`config.mk`:
```
export PLATFORM = sky130hd
export DESIGN_NAME = imr_mask_regs
export DESIGN_NICKNAME = d
export VERILOG_FILES = /design/src/verilog/imr_mask_regs.v
export VERILOG_INCLUDE_DIRS = /design/src /design/src/verilog
export SDC_FILE = /design/constraint.sdc
export NUM_CORES = 1
export LEC_CHECK = 0
export BUFFER_PORTS_ARGS = -buffer_cell sky130_fd_sc_hd__buf_2
export CAP_MARGIN = 20
export CORE_MARGIN = 1.5
export CORE_UTILIZATION = 35
export DETAILED_ROUTE_END_ITERATION = 12
export PLACE_DENSITY = 0.53
export SYNTH_ARGS = -nofsm -noshare
export SYNTH_HDL_FRONTEND = slang
export SYNTH_SLANG_ARGS = --single-unit
```
`constraint.sdc`:
```
create_clock -name ref_clk -period 2.1 [get_ports ref_clk]
set_input_delay 0.105 -clock ref_clk [delete_from_list [all_inputs] [get_ports ref_clk]]
set_output_delay 0.105 -clock ref_clk [all_outputs]
set_load 0.03 [all_outputs]
```
`src/verilog/imr_map.vh`:
```
// Register offsets, field positions and reset values of the mask block.
`ifndef IMR_MAP_VH
`define IMR_MAP_VH
`define IMR_AW 8
`define IMR_DW 16
`define IMR_GROUP_OFS 8'h20
`define IMR_EVENT_OFS 8'h21
`define IMR_STAT_OFS 8'h1F
// Writable bits and reset values of the group mask.
`define IMR_GROUP_IMPL 16'h33FF
`define IMR_GROUP_RST 16'h33FF
// Writable bits and reset values of the charger and clock mask.
`define IMR_EVENT_IMPL 16'hFEE7
`define IMR_EVENT_RST 16'h0000
// Group positions inside the group mask.
`define IMR_G_CHARGER 2
`define IMR_G_CLOCK 4
`define IMR_G_WAKEUP 0
`define IMR_G_EXTCMP 8
`define IMR_G_AUDIO 7
`define IMR_G_OVERCURRENT 13
`define IMR_G_UNDERVOLT 12
`define IMR_G_SINK 9
`define IMR_G_PIN 6
`define IMR_G_AUXCONV 5
`define IMR_G_SYSTEM 3
`define IMR_G_USB 1
// Field positions inside the charger and clock mask.
`define IMR_E_HOT 15
`define IMR_E_COLD 14
`define IMR_E_FAIL 13
`define IMR_E_TIMEOUT 12
`define IMR_E_END 11
`define IMR_E_START 10
`define IMR_E_FAST 9
`define IMR_E_PERIODIC 7
`define IMR_E_SECOND 6
`define IMR_E_ALARM 5
`define IMR_E_BHIGH 2
`define IMR_E_BMID 1
`define IMR_E_BLOW 0
// Event sources that feed the charger and the clock groups.
`define IMR_CHARGER_SEL 16'hFE07
`define IMR_CLOCK_SEL 16'h00E0
// Mask used for flags that carry no individual mask.
`define IMR_NO_MASK 16'h0000
// Event-status register bits: wakeup causes on 6..0.
`define IMR_WAKE_MASK 16'h007F
// Comparator and jack-detect bits on 15..13 and 11..8.
`define IMR_BOTH_MASK 16'hEF00
`define IMR_EXT_MASK 16'hE000
`define IMR_AUD_MASK 16'h0F00
`endif

```
`src/verilog/imr_mask_regs.v`:
```
// Two-level interrupt mask registers with an event status register.
`timescale 1ns/1ps
`include "imr_map.vh"
// How it works
// [RULE1] A mask bit at one blocks its source; zero lets it through.
// [RULE2] Group mask at 20h resets bits 13, 12, 9..0 to one.
// [RULE3] Event mask at 21h resets to zero on charger, clock, battery bits.
// [RULE4] Power state machine reset restores every mask to default.
// [RULE5] Reading the status register clears its event flags.
// [RULE6] Wakeup flags set on rising edge; comparator, jack on both edges.
// [RULE7] Request asserts when an unmasked group holds an unmasked set flag.
module imr_mask_regs (
   input wire ref_clk, // System clock, 20 MHz.
   input wire sys_rst, // State machine reset, active high.
   input wire [7:0] reg_addr, // Register address.
   input wire [15:0] reg_wdata, // Write data.
   input wire reg_wr, // Write strobe.
   input wire reg_rd, // Read strobe.
   output reg [15:0] reg_rdata, // Read data, valid the cycle after reg_rd.
   input wire [15:0] evt_level, // Raw status conditions from pins.
   input wire [15:0] chg_clk_events, // Charger and clock event flags.
   input wire [15:0] group_pending, // Other groups' pending status.
   output reg irq_q // Interrupt request, active high.
);

   reg [15:0] group_mask_q;
   reg [15:0] event_mask_q;
   reg [15:0] stat_q;
   reg [15:0] lvl_s1_q;
   reg [15:0] lvl_s2_q;
   reg [15:0] lvl_old_q;
   reg [15:0] stat_d;
   reg [15:0] group_raw;
   wire [15:0] edges;
   wire stat_rd;

   // Named views of the group mask fields.
   wire mask_overcurrent_group;
   wire mask_undervoltage_group;
   wire mask_current_sink_group;
   wire mask_external_comparator_group;
   wire mask_audio_group;
   wire mask_pin_group;
   wire mask_aux_converter_group;
   wire mask_clock_group;
   wire mask_system_group;
   wire mask_charger_group;
   wire mask_usb_group;
   wire mask_wakeup_group;
   // Named views of the charger and clock mask fields.
   wire mask_battery_hot;
   wire mask_battery_cold;
   wire mask_battery_fail;
   wire mask_charge_timeout;
   wire mask_charge_end;
   wire mask_charge_start;
   wire mask_fast_charge_ready;
   wire mask_clock_periodic;
   wire mask_clock_second;
   wire mask_clock_alarm;
   wire mask_battery_below_high;
   wire mask_battery_below_mid;
   wire mask_battery_below_low;
   wire [15:0] group_mask_f;
   wire [15:0] event_mask_f;
   reg [15:0] group_open;

   ////////////////////////////////////////////////////////////////////////
   // True when any selected flag is set with its mask bit clear.
   function any_open;
      input [15:0] flags;
      input [15:0] mask;
      input [15:0] sel;
      begin
         any_open = |(flags & ~mask & sel);
      end
   endfunction

   ////////////////////////////////////////////////////////////////////////
   // Group mask fields.
   assign mask_overcurrent_group = group_mask_q[`IMR_G_OVERCURRENT];
   assign mask_undervoltage_group = group_mask_q[`IMR_G_UNDERVOLT];
   assign mask_current_sink_group = group_mask_q[`IMR_G_SINK];
   assign mask_external_comparator_group = group_mask_q[`IMR_G_EXTCMP];
   assign mask_audio_group = group_mask_q[`IMR_G_AUDIO];
   assign mask_pin_group = group_mask_q[`IMR_G_PIN];
   assign mask_aux_converter_group = group_mask_q[`IMR_G_AUXCONV];
   assign mask_clock_group = group_mask_q[`IMR_G_CLOCK];
   assign mask_system_group = group_mask_q[`IMR_G_SYSTEM];
   assign mask_charger_group = group_mask_q[`IMR_G_CHARGER];
   assign mask_usb_group = group_mask_q[`IMR_G_USB];
   assign mask_wakeup_group = group_mask_q[`IMR_G_WAKEUP];

   // Charger and clock mask fields.
   assign mask_battery_hot = event_mask_q[`IMR_E_HOT];
   assign mask_battery_cold = event_mask_q[`IMR_E_COLD];
   assign mask_battery_fail = event_mask_q[`IMR_E_FAIL];
   assign mask_charge_timeout = event_mask_q[`IMR_E_TIMEOUT];
   assign mask_charge_end = event_mask_q[`IMR_E_END];
   assign mask_charge_start = event_mask_q[`IMR_E_START];
   assign mask_fast_charge_ready = event_mask_q[`IMR_E_FAST];
   assign mask_clock_periodic = event_mask_q[`IMR_E_PERIODIC];
   assign mask_clock_second = event_mask_q[`IMR_E_SECOND];
   assign mask_clock_alarm = event_mask_q[`IMR_E_ALARM];
   assign mask_battery_below_high = event_mask_q[`IMR_E_BHIGH];
   assign mask_battery_below_mid = event_mask_q[`IMR_E_BMID];
   assign mask_battery_below_low = event_mask_q[`IMR_E_BLOW];

   // Fields reassembled; unimplemented positions stay zero.
   assign group_mask_f = {2'h0, mask_overcurrent_group,
      mask_undervoltage_group, 2'h0, mask_current_sink_group,
      mask_external_comparator_group, mask_audio_group, mask_pin_group,
      mask_aux_converter_group, mask_clock_group, mask_system_group,
      mask_charger_group, mask_usb_group, mask_wakeup_group};
   assign event_mask_f = {mask_battery_hot, mask_battery_cold,
      mask_battery_fail, mask_charge_timeout, mask_charge_end,
      mask_charge_start, mask_fast_charge_ready, 1'h0,
      mask_clock_periodic, mask_clock_second, mask_clock_alarm, 2'h0,
      mask_battery_below_high, mask_battery_below_mid,
      mask_battery_below_low};

   ////////////////////////////////////////////////////////////////////////
   // Level conditions come from pins and are synchronised first.
   always @(posedge ref_clk) begin
      if (sys_rst) begin
         lvl_s1_q <= 16'h0000;
         lvl_s2_q <= 16'h0000;
         lvl_old_q <= 16'h0000;
      end else begin
         lvl_s1_q <= evt_level;
         lvl_s2_q <= lvl_s1_q;
         lvl_old_q <= lvl_s2_q;
      end
   end

   // [RULE6] Edge selection per flag.
   assign edges = ((lvl_s2_q & ~lvl_old_q) & `IMR_WAKE_MASK) |
                  ((lvl_s2_q ^ lvl_old_q) & `IMR_BOTH_MASK);

   assign stat_rd = reg_rd && (reg_addr == `IMR_STAT_OFS);

   // [RULE5] Clear on read; a new edge in the same cycle wins.
   always @* begin
      stat_d = stat_q;
      if (stat_rd) begin
         stat_d = 16'h0000;
      end
      stat_d = stat_d | edges;
   end

   ////////////////////////////////////////////////////////////////////////
   // Mask registers and status flags.
   always @(posedge ref_clk) begin
      // [RULE4] State machine reset restores defaults.
      if (sys_rst) begin
         // [RULE2] Group defaults to masked.
         group_mask_q <= `IMR_GROUP_RST;
         // [RULE3] Event masks default clear.
         event_mask_q <= `IMR_EVENT_RST;
         stat_q <= 16'h0000;
      end else begin
         stat_q <= stat_d;
         if (reg_wr && reg_addr == `IMR_GROUP_OFS) begin
            group_mask_q <= reg_wdata & `IMR_GROUP_IMPL;
         end
         if (reg_wr && reg_addr == `IMR_EVENT_OFS) begin
            event_mask_q <= reg_wdata & `IMR_EVENT_IMPL;
         end
      end
   end

   ////////////////////////////////////////////////////////////////////////
   // Read mux; unmapped addresses read zero.
   always @(posedge ref_clk) begin
      if (sys_rst) begin
         reg_rdata <= 16'h0000;
      end else if (reg_rd) begin
         case (reg_addr)
            `IMR_GROUP_OFS: reg_rdata <= group_mask_q;
            `IMR_EVENT_OFS: reg_rdata <= event_mask_q;
            `IMR_STAT_OFS: reg_rdata <= stat_q;
            default: reg_rdata <= 16'h0000;
         endcase
      end
   end

   ////////////////////////////////////////////////////////////////////////
   // Group pending terms from local flags and external groups.
   always @* begin
      group_raw = group_pending;

      // [RULE1] Charger sources gated by their own masks.
      group_raw[`IMR_G_CHARGER] = group_pending[`IMR_G_CHARGER] |
         any_open(chg_clk_events, event_mask_f, `IMR_CHARGER_SEL);

      // [RULE1] Clock sources gated by their own masks.
      group_raw[`IMR_G_CLOCK] = group_pending[`IMR_G_CLOCK] |
         any_open(chg_clk_events, event_mask_f, `IMR_CLOCK_SEL);

      // Wakeup, comparator and jack flags carry no individual mask here.
      group_raw[`IMR_G_WAKEUP] = group_pending[`IMR_G_WAKEUP] |
         any_open(stat_q, `IMR_NO_MASK, `IMR_WAKE_MASK);

      group_raw[`IMR_G_EXTCMP] = group_pending[`IMR_G_EXTCMP] |
         any_open(stat_q, `IMR_NO_MASK, `IMR_EXT_MASK);

      group_raw[`IMR_G_AUDIO] = group_pending[`IMR_G_AUDIO] |
         any_open(stat_q, `IMR_NO_MASK, `IMR_AUD_MASK);
   end

   // [RULE1] Group masks gate whole groups.
   always @* begin
      group_open = group_raw & ~group_mask_f & `IMR_GROUP_IMPL;
   end

   // [RULE7] Request from unmasked groups.
   always @(posedge ref_clk) begin
      if (sys_rst) begin
         irq_q <= 1'b0;
      end else begin
         irq_q <= |group_open;
      end
   end

endmodule // imr_mask_regs

```
==> results.cfg <==
[status]
result_of_the_run = finished, final reports clean

[cts]
cts.repair.resized = 0
cts.sinks = 98
clk-insertion-delay-late_ps = 360
clockRootBuffer = sky130_fd_sc_hd__clkbuf_8
clk_path_buf_depth = 2
cts-buffers-inserted = 9
cts_tree = done
cts.reportedPaths.clkPinSlew_ps = 90
cts_max_level = 3

[detailed_routing]
detail-route-antenna-nets = 0
detail_route.drc_violations = 0
wirelength_mm = 9.180
dr.first_iter.drc_count = 142
route.detailed.wl_per_inst_um = 14.46
dr_total_vias = 3117
drt_pass1_iterations = 6
vias_per_cell = 4.909

[floorplanning]
ioPinCount = 93
floorplan.rows = 37
die-height_um = 106.3
fp.dieArea_um2 = 11290
die_x_um = 106.3
initial_standard_cell_utilization_of_the_core = 0.3614
core-area_um2 = 10320

[grt]
first_global_vias = 2930
grt_pass1_wl_mm = 14.70
grt.overflow.total = 0
maximum_number_of_pins_on_one_net_before_global_route_repair = 34
grt_antenna_before_repair = 0
groute.usage.overall = 0.1687

[setup_path]
critPathLaunchType = input pin
timing_worst_setup_path_type = input pin to register
worst_path_largest_cell_delay_ps = 690
critical_path_arrival_ps = 1810
crit_buf_inv = 2
timing.critical_path.required_ps = 2370
cpMaxStageDelayCell = sky130_fd_sc_hd__or4b_1
cp_max_fo = 15
critical-path-top-delay-family = simple AND/OR/NAND/NOR gates
cp-end-kind = register
cp_cell_sequence = buf_2, or4b_1, nor3_4, buf_4, a222oi_1, o21ai_0

[synthesis]
synth.mux.area_fraction = 0.006036
syn-instance-count = 396
synth_flop_cell = sky130_fd_sc_hd__dfxtp_1
synth-warning-count = 0
synth_compound_gate_area_share = 0.1462
syn-mean-instance-area_um2 = 9.422
synthesized_cell_area_um2 = 3731
post_synth_num_cell_types = 39
synth_area_leaders = sky130_fd_sc_hd__dfxtp_1 (53%), sky130_fd_sc_hd__nor2b_1 (9.1%), sky130_fd_sc_hd__a21oi_1 (5.0%), sky130_fd_sc_hd__a211o_1 (2.8%), sky130_fd_sc_hd__and3_1 (2.7%)
yosys-top-cells-count = sky130_fd_sc_hd__dfxtp_1 (98), sky130_fd_sc_hd__nor2b_1 (54), sky130_fd_sc_hd__a21oi_1 (37)
post_synth_and_or_nand_nor_area_fraction = 0.2562
synth_fa_ha_area_frac = 0
yosysTopAreaCell = sky130_fd_sc_hd__dfxtp_1
combinational_family_with_the_most_area_after_synthesis = simple AND/OR/NAND/NOR gates
syn-num-nets = 472
synth_largest_type_area_fraction = 0.5258
synth.most_common_cell = sky130_fd_sc_hd__dfxtp_1
synth-seq-area-share = 0.5258
synth_seq_cells = 98
share_of_flip_flops_with_an_asynchronous_set_or_reset_after_synthesis = 0
synth_xor_area_frac = 0.01643
synth_edf_count = 0

[timing]
fmaxAchievable_mhz = 648.8
worst_slew_margin_rel = 0.5701
final_max_slew_viol_count = 0
hold_viol_final = 0
finalWorstPathRequiredPeriod_ps = 1541
setup_viol = 0
aggregate_negative_setup_slack_ps = 0
final.period_utilization = 0.7340
timing_worst_slew_pin_value_ps = 644.8
finClkSkew_ps = 8.778
rsz0062_at_grt = no

[final_layout]
fill_cells = 991
post_route_cells_drive_above_1_share = 0.2325
finalNetCount = 570
antenna_cells = 0
layout.area.seq_um2 = 1962
flow.area_growth_from_synthesis_pct = 25.28
multi_input_comb_area_um2 = 1590

[pwr]
total_power_mw = 3.323
pwr_density_cell_nw_per_um2 = 710.8
power.static_leakage_nw = 1.950
vdd_ir_drop_max_mv = 0.3003

[place]
port-buffer-count = 83
place.gp.congestion = 0.8576
place.detailed.hpwl_mm = 6.529

[min_path]
min_path_type = input pin to register

[flow_run]
drv.max_cap_violation_count = 0
## sequential cells by signal, summed over array words and instances, names as in the netlist
signal,count
reg_rdata,16
any_open.flags,14
lvl_old_q,14
lvl_s1_q,14
lvl_s2_q,14
event_mask_q,13
group_mask_q,12
irq_q,1
## tightest hold or removal path, delay by kind of cell
family | cells | cell delay (ps)
compound gates | 1 | 60
buf+inv | 1 | 100
simple gates | 1 | 70
## cells by family after synthesis
group | after synthesis
AO/OA/AOI/OAI | 81
XOR/XNOR | 7
buffers and inverters | 43
flip-flops | 98
multiplexers | 2
AND/OR/NAND/NOR | 165
## final timing paths
kind | start | endpoint | slack [ps] | depth (start not counted)
worst max register to register | event_mask_q[1] | irq_q | 670 | 4
worst min register to register | lvl_s1_q[5] | lvl_s2_q[5] | 440 | 1
worst max-delay path | reg_addr[1] | reg_rdata[2] | 560 | 6
worst min-delay path | reg_wdata[14] | event_mask_q[14] | 9 | 3
## metal layers
metal,GRT usage,vias to the layer above,part of all wire
li1,-,1588,-
met1,0.2238,1403,0.46
met2,0.2705,110,0.46
met3,0.02698,16,0.065
met4,0.07432,0,0.020
met5,0,-,0
## final cells by class
| cell class | count | share of cell area |
|---|---|---|
| clock inverters | 7 | 0.01312 |
| well taps | 136 | 0.03640 |
| inverters | 17 | 0.01365 |
| multi-input cells | 255 | 0.3402 |
| clock buffers | 9 | 0.02650 |
| flip-flops and latches | 98 | 0.4197 |
| repair buffers | 113 | 0.1504 |
## what timing repair did
action / in CTS / in global routing
hold buffers: 20 / 0
endpoints found under the hold margin: 20 / 0
setup buffers: 0 / 0
## placed cells by master, fill, tap and decap left out, types with 4 or more instances in the layout
cell	count
sky130_fd_sc_hd__a21oi_1	37
sky130_fd_sc_hd__nand2b_1	13
sky130_fd_sc_hd__o21ai_0	7
sky130_fd_sc_hd__buf_4	9
sky130_fd_sc_hd__nand2_1	20
sky130_fd_sc_hd__and3_1	16
sky130_fd_sc_hd__clkbuf_8	9
sky130_fd_sc_hd__inv_1	17
sky130_fd_sc_hd__xor2_1	7
sky130_fd_sc_hd__and4_1	4
sky130_fd_sc_hd__nor2_1	18
sky130_fd_sc_hd__a222oi_1	8
sky130_fd_sc_hd__a211o_1	12
sky130_fd_sc_hd__dfxtp_1	98
sky130_fd_sc_hd__nand3_1	16
sky130_fd_sc_hd__nor2b_1	54
sky130_fd_sc_hd__dlygate4sd3_1	20
sky130_fd_sc_hd__o221ai_1	8
sky130_fd_sc_hd__nor4_1	7
sky130_fd_sc_hd__buf_2	83
sky130_fd_sc_hd__nor3_1	5
## per-stage QoR
stage	std cells	setup slack (ps)	utilization	instance area, µm²	hold slack [ps]
3_3_place_gp	599	235.7	0.4155	4289	312.7
2_1_floorplan	396	448.5	-	3731	233.2
6_report	635	558.7	0.4528	4674	8.929
4_1_cts	635	576.9	0.4528	4674	0.1136
3_5_place_dp	599	200.1	0.4155	4289	316.7
5_1_grt	635	435.8	0.4528	4674	4.709
## where the power goes
group	total (mW)	internal, mW	leakage (nW)	switching (mW)
Clock	1.15	0.449	0.0879	0.696
Sequential	1.93	1.91	0.799	0.0260
Combinational	0.243	0.125	1.06	0.119
Total	3.32	2.48	1.95	0.841
Note: power is estimated with default switching activity, not from simulation.
